==> src/verilog/temp_adc_pkg.sv <==
/*
 * constants for the temperature / voltage sensing converter serial control block.
 * assumes a 25 MHz system clock and a host serial master in clock mode 0.
 */
package temp_adc_pkg;
	// ************************************************************
	// clock and timing
	// ************************************************************
	localparam int CLOCK_HZ = 25000000;
	// internal master clock of the converter, modelled as a divider of the system clock
	localparam int MASTER_CLOCK_HZ = 62500;
	localparam int MASTER_DIV = CLOCK_HZ / MASTER_CLOCK_HZ;
	localparam logic [9:0] MASTER_DIV_LAST = 10'(MASTER_DIV - 1);
	// a voltage conversion takes 64 master periods, a temperature one 2 x 64 - 3
	localparam logic [7:0] VOLT_PERIODS = 8'h40;
	localparam logic [7:0] TEMP_PERIODS = 8'h7D;
	localparam logic [7:0] LOAD_PERIODS = 8'h03;
	// wake-up from shutdown and the standby modes, in microseconds (0.1 ms)
	localparam int WAKE_US = 100;
	localparam int WAKE_CYCLES = (WAKE_US * (CLOCK_HZ / 1000000));
	localparam logic [11:0] WAKE_LAST = 12'(WAKE_CYCLES - 1);

	// ************************************************************
	// command byte layout
	// ************************************************************
	localparam int START_BIT = 7;
	localparam logic [3:0] SETUP_FIXED = 4'h0;
	localparam logic [2:0] MEASURE_FIXED = 3'h2;
	localparam int REF_BIT = 0;
	localparam int PM_LO = 1;
	localparam int PM_HI = 2;
	localparam logic [3:0] SEL_TEMP_INT = 4'h7;
	localparam logic [3:0] SEL_TEMP_EXT1 = 4'hC;
	localparam logic [3:0] SEL_TEMP_EXT2 = 4'hD;
	localparam logic [3:0] SEL_SUPPLY = 4'hB;

	// ************************************************************
	// result layout
	// ************************************************************
	localparam logic [4:0] RESULT_BITS = 5'h10;
	localparam logic [2:0] BYTE_BITS = 3'h7;

	typedef enum logic [1:0] {
		PM_SHUTDOWN = 2'h0,
		PM_STANDBY_PLUS = 2'h1,
		PM_STANDBY = 2'h2,
		PM_NORMAL = 2'h3
	} power_mode_t;
endpackage : temp_adc_pkg

==> src/verilog/pin_sync.sv <==
/*
 * three-stage synchroniser with agreement filter for one pin.
 * assumes the pin is asynchronous to clock_i; reset value given by parameter.
 */
`timescale 1ns/10ps
module pin_sync #(
	parameter logic INIT = 1'b0
) (
	input wire logic clock_i,
	input wire logic rst_i,
	input wire logic pin_i,
	output logic level_o
);
	logic meta;
	logic stage2;
	logic stage3;

	// first stage feeds only the second one
	always_ff @(posedge clock_i or posedge rst_i) begin
		if (rst_i) begin
			meta <= INIT;
			stage2 <= INIT;
			stage3 <= INIT;
		end else begin
			meta <= pin_i;
			stage2 <= meta;
			stage3 <= stage2;
		end
	end

	// a change counts only once the second and third stages agree
	always_ff @(posedge clock_i or posedge rst_i) begin
		if (rst_i) begin
			level_o <= INIT;
		end else if (stage2 == stage3) begin
			level_o <= stage3;
		end
	end
endmodule : pin_sync

==> src/verilog/temp_adc_serial_control.sv <==
/*
 * serial command decode, conversion sequencing and result shift-out of a
 * temperature and voltage sensing converter.
 * assumes a host serial master (mode 0) on select_n, serial clock and data in;
 * the analog result arrives on sample_data_i when a conversion ends.
 */
`timescale 1ns/10ps
// What this block does
// - sample data in on rising clock, select low
// - start bit is first one after framing
// - data out changes on falling edges, MSB first
// - temperature: 2 leading bits, 12 data, 2 zeros
// - voltage: 12 data, sub-bit, two zeros
// - power-up enters shutdown mode
// - setup byte then measure byte starts conversion
// - strobe low at last measure bit, high at end
// - conversions about 2.0ms temperature, 1.0ms voltage
// - MSB at strobe rise, then zeros after sixteen
// - select high freezes link, conversion continues
// - setup byte: start, 0000, mode, reference
// - measure byte: start, 010, input select
// - reference bit one selects internal reference
// - temperature always uses internal reference
// - mode field: shutdown, standby-plus, standby, normal
// - standby: all off, 0.1ms wake external reference; the block still drives internal_ref_on_o from the reference bit
// - standby-plus keeps reference buffer if internal reference, 0.1ms wake
// - shutdown clears result register when idle and no result pending
// - supply monitor converts quarter supply
// - temperature result in kelvin eighths
// - data out high impedance while select high
// - voltage conversion takes 64 master periods
// - temperature conversion takes 125 master periods
module temp_adc_serial_control
	import temp_adc_pkg::*;
(
	input wire logic clock_i,
	input wire logic rst_i,
	input wire logic select_n_i,
	input wire logic serial_clock_i,
	input wire logic serial_data_i,
	input wire logic [13:0] sample_data_i,
	output logic serial_data_o,
	output logic serial_data_oe_o,
	output logic conversion_strobe,
	output logic power_mode_hi,
	output logic power_mode_lo,
	output logic internal_ref_on_o,
	output logic ref_buffer_on_o,
	output logic [3:0] input_sel_o,
	output logic converting_o
);
	typedef enum {
		CONV_IDLE,
		CONV_WAKE,
		CONV_RUN,
		CONV_DONE
	} conv_state_t;

	// ************************************************************
	// pin synchronisation
	// ************************************************************
	logic select_n;
	logic sclk;
	logic sdin;
	logic sclk_prev;
	logic sclk_rise;
	logic sclk_fall;

	pin_sync #(.INIT(1'b1)) sync_select (
		.clock_i(clock_i),
		.rst_i(rst_i),
		.pin_i(select_n_i),
		.level_o(select_n)
	);
	pin_sync #(.INIT(1'b0)) sync_clock (
		.clock_i(clock_i),
		.rst_i(rst_i),
		.pin_i(serial_clock_i),
		.level_o(sclk)
	);
	pin_sync #(.INIT(1'b0)) sync_data (
		.clock_i(clock_i),
		.rst_i(rst_i),
		.pin_i(serial_data_i),
		.level_o(sdin)
	);

	always_ff @(posedge clock_i or posedge rst_i) begin
		if (rst_i) begin
			sclk_prev <= 1'b0;
		end else begin
			sclk_prev <= sclk;
		end
	end

	// the host clock is mode 0 and well below our rate, so edges are seen reliably
	assign sclk_rise = sclk & ~sclk_prev & ~select_n;
	assign sclk_fall = ~sclk & sclk_prev & ~select_n;

	// ************************************************************
	// input byte assembly
	// ************************************************************
	logic [7:0] in_shift;
	logic [2:0] in_count;
	logic in_busy;
	logic byte_done;
	logic [7:0] next_byte;
	logic is_setup;
	logic is_measure;
	logic hunt_ok;
	logic [4:0] out_count;
	logic result_pending;
	conv_state_t conv_state;

	assign next_byte = {in_shift[6:0], sdin};
	assign byte_done = sclk_rise & in_busy & (in_count == BYTE_BITS);
	assign is_setup = next_byte[6:3] == SETUP_FIXED;
	assign is_measure = next_byte[6:4] == MEASURE_FIXED;
	// start-bit hunting is open when idle and no result is pending or it is fully shifted out
	assign hunt_ok = (conv_state == CONV_IDLE) &&
		((out_count == RESULT_BITS) || !result_pending);

	always_ff @(posedge clock_i or posedge rst_i) begin
		if (rst_i) begin
			in_shift <= 8'h00;
			in_count <= 3'h0;
			in_busy <= 1'b0;
		end else if (select_n) begin
			// a fresh frame restarts the hunt for the start bit
			in_busy <= 1'b0;
			in_count <= 3'h0;
		end else if (sclk_rise) begin
			if (!in_busy) begin
				if (sdin && hunt_ok) begin
					in_busy <= 1'b1;
					in_shift <= 8'h01;
					in_count <= 3'h1;
				end
			end else begin
				in_shift <= next_byte;
				in_count <= in_count + 3'h1;
				if (in_count == BYTE_BITS) begin
					in_busy <= 1'b0;
				end
			end
		end
	end

	// ************************************************************
	// configuration
	// ************************************************************
	logic ref_internal;
	logic [1:0] power_mode;
	logic measure_hit;
	logic [3:0] next_sel;
	logic last_fall_pending;

	assign measure_hit = byte_done & is_measure;

	always_ff @(posedge clock_i or posedge rst_i) begin
		if (rst_i) begin
			power_mode <= PM_SHUTDOWN;
			ref_internal <= 1'b0;
		end else if (byte_done && is_setup) begin
			power_mode <= next_byte[PM_HI:PM_LO];
			ref_internal <= next_byte[REF_BIT];
		end
	end

	// unmatched fixed bits fall through both decodes and change nothing
	always_ff @(posedge clock_i or posedge rst_i) begin
		if (rst_i) begin
			next_sel <= 4'h0;
			last_fall_pending <= 1'b0;
		end else if (measure_hit) begin
			next_sel <= next_byte[3:0];
			last_fall_pending <= 1'b1;
		end else if (sclk_fall || select_n) begin
			last_fall_pending <= 1'b0;
		end
	end

	// ************************************************************
	// conversion sequencing
	// ************************************************************
	logic [9:0] div_count;
	logic master_tick;
	logic [7:0] period_count;
	logic [7:0] period_last;
	logic [11:0] wake_count;
	logic [3:0] input_sel;
	logic temp_mode;
	logic start_conv;
	logic asleep;

	// strobe drops on the falling edge that ends the measure byte
	assign start_conv = last_fall_pending & sclk_fall & (conv_state == CONV_IDLE);
	assign temp_mode = (input_sel == SEL_TEMP_INT) || (input_sel == SEL_TEMP_EXT1) ||
		(input_sel == SEL_TEMP_EXT2);
	// 64 and 125 periods give about 1.0 and 2.0 ms here
	assign period_last = temp_mode ? TEMP_PERIODS : VOLT_PERIODS;
	assign master_tick = div_count == MASTER_DIV_LAST;
	// any low-power mode costs a wake-up before the converter runs
	assign asleep = power_mode != PM_NORMAL;

	always_ff @(posedge clock_i or posedge rst_i) begin
		if (rst_i) begin
			div_count <= 10'h000;
		end else if (conv_state != CONV_RUN || master_tick) begin
			div_count <= 10'h000;
		end else begin
			div_count <= div_count + 10'h001;
		end
	end

	// conversion continues whatever select does
	always_ff @(posedge clock_i or posedge rst_i) begin
		if (rst_i) begin
			conv_state <= CONV_IDLE;
			period_count <= 8'h00;
			wake_count <= 12'h000;
			input_sel <= 4'h0;
		end else begin
			case (conv_state)
				CONV_IDLE: begin
					if (start_conv) begin
						input_sel <= next_sel;
						wake_count <= 12'h000;
						period_count <= 8'h00;
						conv_state <= asleep ? CONV_WAKE : CONV_RUN;
					end
				end
				CONV_WAKE: begin
					wake_count <= wake_count + 12'h001;
					if (wake_count == WAKE_LAST) begin
						conv_state <= CONV_RUN;
					end
				end
				CONV_RUN: begin
					if (master_tick) begin
						period_count <= period_count + 8'h01;
						if (period_count == period_last - 8'h01) begin
							conv_state <= CONV_DONE;
						end
					end
				end
				CONV_DONE: begin
					conv_state <= CONV_IDLE;
				end
				default: begin
					conv_state <= CONV_IDLE;
				end
			endcase
		end
	end

	// ************************************************************
	// result register and shift-out
	// ************************************************************
	logic [15:0] result;

	// temperature: 12-bit kelvin eighths value sits after two leading bits
	// voltage: 12-bit two's complement plus sub-bit; supply code is 256 x vdd / vref
	always_ff @(posedge clock_i or posedge rst_i) begin
		if (rst_i) begin
			result <= 16'h0000;
			out_count <= 5'h00;
			result_pending <= 1'b0;
		end else if (power_mode == PM_SHUTDOWN && conv_state == CONV_IDLE && !result_pending) begin
			result <= 16'h0000;
			out_count <= 5'h00;
		end else if (conv_state == CONV_DONE) begin
			result <= {sample_data_i, 2'b00};
			out_count <= 5'h00;
			result_pending <= 1'b1;
		end else if (sclk_fall && result_pending && out_count != RESULT_BITS) begin
			result <= {result[14:0], 1'b0};
			out_count <= out_count + 5'h01;
		end else if (start_conv) begin
			result_pending <= 1'b0;
		end
	end

	// ************************************************************
	// outputs
	// ************************************************************
	always_ff @(posedge clock_i or posedge rst_i) begin
		if (rst_i) begin
			serial_data_o <= 1'b0;
			serial_data_oe_o <= 1'b0;
			conversion_strobe <= 1'b1;
			power_mode_hi <= 1'b0;
			power_mode_lo <= 1'b0;
			internal_ref_on_o <= 1'b0;
			ref_buffer_on_o <= 1'b0;
			input_sel_o <= 4'h0;
			converting_o <= 1'b0;
		end else begin
			serial_data_o <= result[15];
			serial_data_oe_o <= ~select_n;
			conversion_strobe <= ~(start_conv || (conv_state != CONV_IDLE &&
				conv_state != CONV_DONE));
			power_mode_hi <= power_mode[1];
			power_mode_lo <= power_mode[0];
			// temperature always on the internal reference
			internal_ref_on_o <= ref_internal || (conv_state != CONV_IDLE && temp_mode);
			ref_buffer_on_o <= (power_mode == PM_NORMAL) ||
				(power_mode == PM_STANDBY_PLUS && ref_internal);
			input_sel_o <= input_sel;
			converting_o <= conv_state == CONV_RUN;
		end
	end
endmodule : temp_adc_serial_control

==> config.mk <==
export PLATFORM = sky130hd
export DESIGN_NAME = temp_adc_serial_control
export DESIGN_NICKNAME = d
export VERILOG_FILES = /design/src/verilog/temp_adc_pkg.sv /design/src/verilog/pin_sync.sv /design/src/verilog/temp_adc_serial_control.sv
export SDC_FILE = /design/constraint.sdc
export NUM_CORES = 1
export LEC_CHECK = 0
export BUFFER_PORTS_ARGS = -buffer_cell sky130_fd_sc_hd__buf_2
export CAP_MARGIN = 20
export CORE_MARGIN = 2
export CORE_UTILIZATION = 50
export CTS_CLUSTER_SIZE = 8
export DETAILED_ROUTE_END_ITERATION = 7
export HOLD_SLACK_MARGIN = 0.1
export PLACE_DENSITY = 0.79
export SETUP_SLACK_MARGIN = 0.5
export SYNTH_ARGS = -nofsm -noshare
export SYNTH_HDL_FRONTEND = slang
export SYNTH_SLANG_ARGS = --single-unit
==> constraint.sdc <==
create_clock -name clock_i -period 4.5 [get_ports clock_i]
set_clock_uncertainty 0.2 [all_clocks]
set_input_delay 0.9 -clock clock_i [delete_from_list [all_inputs] [get_ports clock_i]]
set_output_delay 0.9 -clock clock_i [all_outputs]
set_load 0.01 [all_outputs]
==> results.md <==
Critical path:
- The cell family contributing the most delay on the critical path is simple AND/OR/NAND/NOR gates.
- The kind of start point of the critical path is a flop.
- STA puts the critical path data arrival time at ~2.7 ns.
- The critical path goes through inv_1, ha_1, nor4b_2, nor2b_1, a22oi_1, o21ai_0.
- At the worst endpoint, the required time is 4.57 ns.
- The number of buffers and inverters on the critical path is 1.
- For this run, the slowest stage of the critical path takes 0.78 ns.
- The critical path class is reg2reg.
- The endpoint class of the critical path is a flop.
- The cell with the largest stage delay on the worst path is sky130_fd_sc_hd__nor2b_1.
- The biggest fanout along the worst timing path is 15.

Yosys:
- The Yosys step of the flow raised 0 warnings.
- The number of instances in the synthesized netlist is 372.
- For this run, asynchronously set or reset flops after synthesis account for 1.00.
- The part of the Yosys area used for sequential elements is 0.571.
- Synthesis instantiated 54 different standard cells from the library.
- The most used flip-flop cell after synthesis is sky130_fd_sc_hd__dfrtp_1.
- The net count of the mapped netlist is 402.
- Summing every instance area after synthesis gives around 4300 µm².
- The average instance in the mapped netlist occupies 11.7 µm².
- The post-synthesis register bit count is 99.
- The number of enable flip-flop cells after synthesis is 0.

Timing:
- The accumulated negative setup slack is 0 ns.
- The final hold violation count was 0.
- After layout, the minimum clock period comes to about 2.6 ns.
- Headroom to the max-slew limit came out at 0.336.
- The period utilization is 0.578.
- The transition time at the pin with the least slew margin is about 1 ns.
- Setup violations remaining at the end of the flow were counted as 0.
- The max-slew violation total from the final report is 0.
- Setup repair after global routing left no endpoint under its margin.
- The fmax is a little under 400 MHz.

Global routing:
- Entering global routing, the biggest net connects 42 pins.
- The initial antenna violation count is 0.
- The first-pass GRT wire length is 12600 µm.
- For this run, the total global-route usage over all layers was measured as 0.162.
- The number of global-route vias before repair is roughly 2700.
- Global routing finished with a remaining overflow of 0.

Power:
- Of the total power, registers draw 0.598.
- The fraction of power spent switching nets is 0.220.
- The worst vdd rail ir drop is between 0.15 and 0.2 mV.
- The net switching power is roughly 0.34 mW.
- The portion of total power attributed to combinational logic is 0.033.
- The power density relative to cell area is ~320 nW/µm².
- The portion of total power attributed to the clock network is 0.369.
- The total design power is approximately 1.5 mW.
- Cell internal power was estimated by the tool at approximately 1.2 mW.
- The leakage power is 2.22 nW.

Floorplanning:
- The floorplan has 34 rows.
- The initial core utilization is 0.506.
- The number of placed I/O pins is 31.
- The die boundary width is about 97 µm.
- The floorplan step set the die height to 97.3 µm.
- The region available for standard cell placement spans between 8000 and 9000 µm².
- The die covers between 9000 and 10000 µm².

CTS:
- The number of cells upsized or downsized after cts is 0.
- The number of buffers inserted during clock tree synthesis is 9.
- The number of buffers added to fix hold violations after cts is 0.
- The number of buffers between clock root and the deepest sink is 2.
- The TritonCTS clock tree is built.
- In this run the clock root is driven by a sky130_fd_sc_hd__clkbuf_8.
- Clock latency on the worst-skew pair, taken at its later pin, is around 0.35 ns.
- The clock-pin slew on the worst setup and hold paths is ~0.09 ns.
- Counting every sink on the clock net gives 99.
- The number of setup buffers added after CTS is 0.
- The clock tree synthesis step divided the H-tree into 3 levels.

Drt:
- After detailed routing, the met2 layer carries approximately 3400 µm of wire.
- Summed over all layers, the routed wires come to approximately 7200 µm.
- In the final routing, the length of wire on met1 measures approximately 3400 µm.
- The final routed wire length divided by cell count is approximately 14 µm.
- The average vias per placed instance is roughly 5.4.
- The first-pass iteration count of the detailed router is 4.
- The via count is between 2000 and 3000.
- The count of antenna-violating nets left after detailed routing is 0.
- The total length of routed met3 wires is 250 µm.
- The top layer used by detailed routing is met4.
- After the first detailed-routing iteration, the DRC count stood at 139.
- The remaining design rule violation count is 0.

Placed design:
- The estimated wirelength of the detail-placed design is approximately 5000 µm.
- The weighted congestion at the end of routability-driven global placement is around 0.8.
- During placement, the flow inserted port buffers numbering 30.
- Counting tap cells, the placed design contains a total of ~500 instances.
- Once placement finished, the instance area stood at approximately 4600 µm².

Cells and area:
- Compared with the post-synthesis result, the final layout area differs by 10.7%.
- For this run, the post-layout net count is between 400 and 500.
- 0 antenna diodes ended up in the layout.
- At the end of the flow the core is filled with cells to 0.560.
- In the final layout, the share of cells above drive strength 1 is 0.188.
- Summing all non-filler instances in the final layout gives an area of approximately 4800 µm².
- After the flow finishes, the layout carries non-filler instances totaling between 500 and 600.

Flow run:
- The tool flagged a number of max-cap violations equal to 0.

Worst hold path:
- The class of the tightest hold or removal check is reg2reg.

Run status:
- The flow ran to the end, and the final reports show no timing, DRC or antenna violations.
cell families after synthesis:
kind of cell / synth area share
buffers and inverters: 0.0247
AO/OA/AOI/OAI: 0.111
multiplexers: 0.0354
flip-flops: 0.571
AND/OR/NAND/NOR: 0.167
adder cells (fa/ha/maj): 0.0385
XOR/XNOR: 0.0524
state kept, by name, indices dropped and copies added (netlist names), 3 cells and up:
register / flops
div_count: 10
in_count: 3
in_shift: 6
input_sel: 4
input_sel_o: 4
next_sel: 4
out_count: 5
period_count: 8
result: 14
wake_count: 12
layer usage:
layer / vias up / track usage
met4: 0 / 0.0609
met3: 11 / 0.0273
li1: 1372 / -
met5: - / 0
met2: 48 / 0.259
met1: 1384 / 0.226
synth_stat cells, types with 2 or more instances:
cell type	instances	share of area
sky130_fd_sc_hd__a2111oi_4	2	0.013
sky130_fd_sc_hd__a21oi_1	4	0.0046
sky130_fd_sc_hd__a22o_1	8	0.016
sky130_fd_sc_hd__a22oi_1	13	0.022
sky130_fd_sc_hd__a31oi_1	2	0.0029
sky130_fd_sc_hd__and2_1	5	0.0072
sky130_fd_sc_hd__and3_1	8	0.012
sky130_fd_sc_hd__buf_2	5	0.0058
sky130_fd_sc_hd__buf_4	2	0.0035
sky130_fd_sc_hd__clkbuf_1	4	0.0035
sky130_fd_sc_hd__dfrtp_1	94	0.54
sky130_fd_sc_hd__dfstp_2	5	0.030
sky130_fd_sc_hd__ha_1	11	0.032
sky130_fd_sc_hd__inv_1	14	0.012
sky130_fd_sc_hd__maj3_1	3	0.0069
sky130_fd_sc_hd__mux2_2	10	0.026
sky130_fd_sc_hd__mux2i_1	3	0.0069
sky130_fd_sc_hd__nand2_1	30	0.026
sky130_fd_sc_hd__nand2b_1	4	0.0058
sky130_fd_sc_hd__nand3_1	9	0.010
sky130_fd_sc_hd__nand4_1	7	0.010
sky130_fd_sc_hd__nor2_1	39	0.034
sky130_fd_sc_hd__nor2b_1	6	0.0086
sky130_fd_sc_hd__nor3_1	3	0.0035
sky130_fd_sc_hd__nor4_1	2	0.0029
sky130_fd_sc_hd__nor4b_2	3	0.010
sky130_fd_sc_hd__o21a_1	2	0.0035
sky130_fd_sc_hd__o21ai_0	22	0.025
sky130_fd_sc_hd__o2bb2ai_1	2	0.0040
sky130_fd_sc_hd__or3_1	2	0.0029
sky130_fd_sc_hd__xnor2_1	15	0.030
sky130_fd_sc_hd__xor2_1	11	0.022
cell type report:
type,count,area (µm²)
Inverter,14,55.1
Clock inverter,5,62.6
Clock buffer,11,141
Fill cell,744,3780
Sequential cell,99,2480
Multi-Input combinational cell,248,1760
Tap cell,108,135
Timing Repair Buffer,33,173
path summary, 6_finish.rpt:
check | from | to | slack [ns] | cells after the start
max | conv_state[0] | result[12] | 1.90 | 6
min | sync_clock.meta | sync_clock.stage2 | 0.16 | 0
max reg2reg | conv_state[0] | result[12] | 1.90 | 6
min reg2reg | sync_clock.meta | sync_clock.stage2 | 0.16 | 0
max in group asynchronous | rst_i | sync_select.stage2 | 2.99 | 3
min in group asynchronous | rst_i | serial_data_o | 0.29 | 2
stage by stage:
stage	hold slack (ns)	setup slack, ns
3_5_place_dp	0.136	1.91
3_3_place_gp	0.133	2.09
5_1_grt	0.166	1.61
6_report	0.158	1.90
2_1_floorplan	0.131	0.818
4_1_cts	0.158	1.91
power groups by stage:
stage | clock network [mW] | logic (mW) | registers, mW
finish | 0.570 | 0.0505 | 0.923
floorplan | 0 | 0.0337 | 0.936
detailed placement | 0 | 0.0525 | 0.940
global route | 0.629 | 0.0584 | 0.926
global placement | 0 | 0.0511 | 0.939
CTS | 0.587 | 0.0524 | 0.922
cell usage in the layout (no fill, tap or decap), types with 2 or more instances in the layout:
cell                          n
sky130_fd_sc_hd__a31oi_1      2
sky130_fd_sc_hd__buf_2       30
sky130_fd_sc_hd__mux2_2      10
sky130_fd_sc_hd__maj3_1       3
sky130_fd_sc_hd__buf_4        3
sky130_fd_sc_hd__ha_1        11
sky130_fd_sc_hd__a22o_1       8
sky130_fd_sc_hd__o2bb2ai_1    2
sky130_fd_sc_hd__xor2_1      11
sky130_fd_sc_hd__mux2i_1      3
sky130_fd_sc_hd__nand4_1      7
sky130_fd_sc_hd__nor3_1       3
sky130_fd_sc_hd__a22oi_1     13
sky130_fd_sc_hd__or3_1        2
sky130_fd_sc_hd__and2_1       5
sky130_fd_sc_hd__clkbuf_8    10
sky130_fd_sc_hd__a21oi_1      4
sky130_fd_sc_hd__nand2b_1     4
sky130_fd_sc_hd__o21a_1       2
sky130_fd_sc_hd__o21ai_0     22
sky130_fd_sc_hd__nor2_1      39
sky130_fd_sc_hd__nor4_1       2
sky130_fd_sc_hd__a2111oi_4    2
sky130_fd_sc_hd__and3_1       8
sky130_fd_sc_hd__xnor2_1     15
sky130_fd_sc_hd__dfstp_2      5
sky130_fd_sc_hd__nor2b_1      6
sky130_fd_sc_hd__nand2_1     30
sky130_fd_sc_hd__nand3_1      9
sky130_fd_sc_hd__inv_1       13
sky130_fd_sc_hd__dfrtp_1     94
sky130_fd_sc_hd__clkinvlp_4   2
sky130_fd_sc_hd__nor4b_2      3
worst register-to-register path, cell delays in order (launching register included):
cell and delay [ns]:
sky130_fd_sc_hd__dfrtp_1 0.41, sky130_fd_sc_hd__inv_1 0.10, sky130_fd_sc_hd__ha_1 0.40, sky130_fd_sc_hd__nor4b_2 0.28, sky130_fd_sc_hd__nor2b_1 0.78, sky130_fd_sc_hd__a22oi_1 0.14
sky130_fd_sc_hd__o21ai_0 0.22
Power figures use the tool's default switching activity.
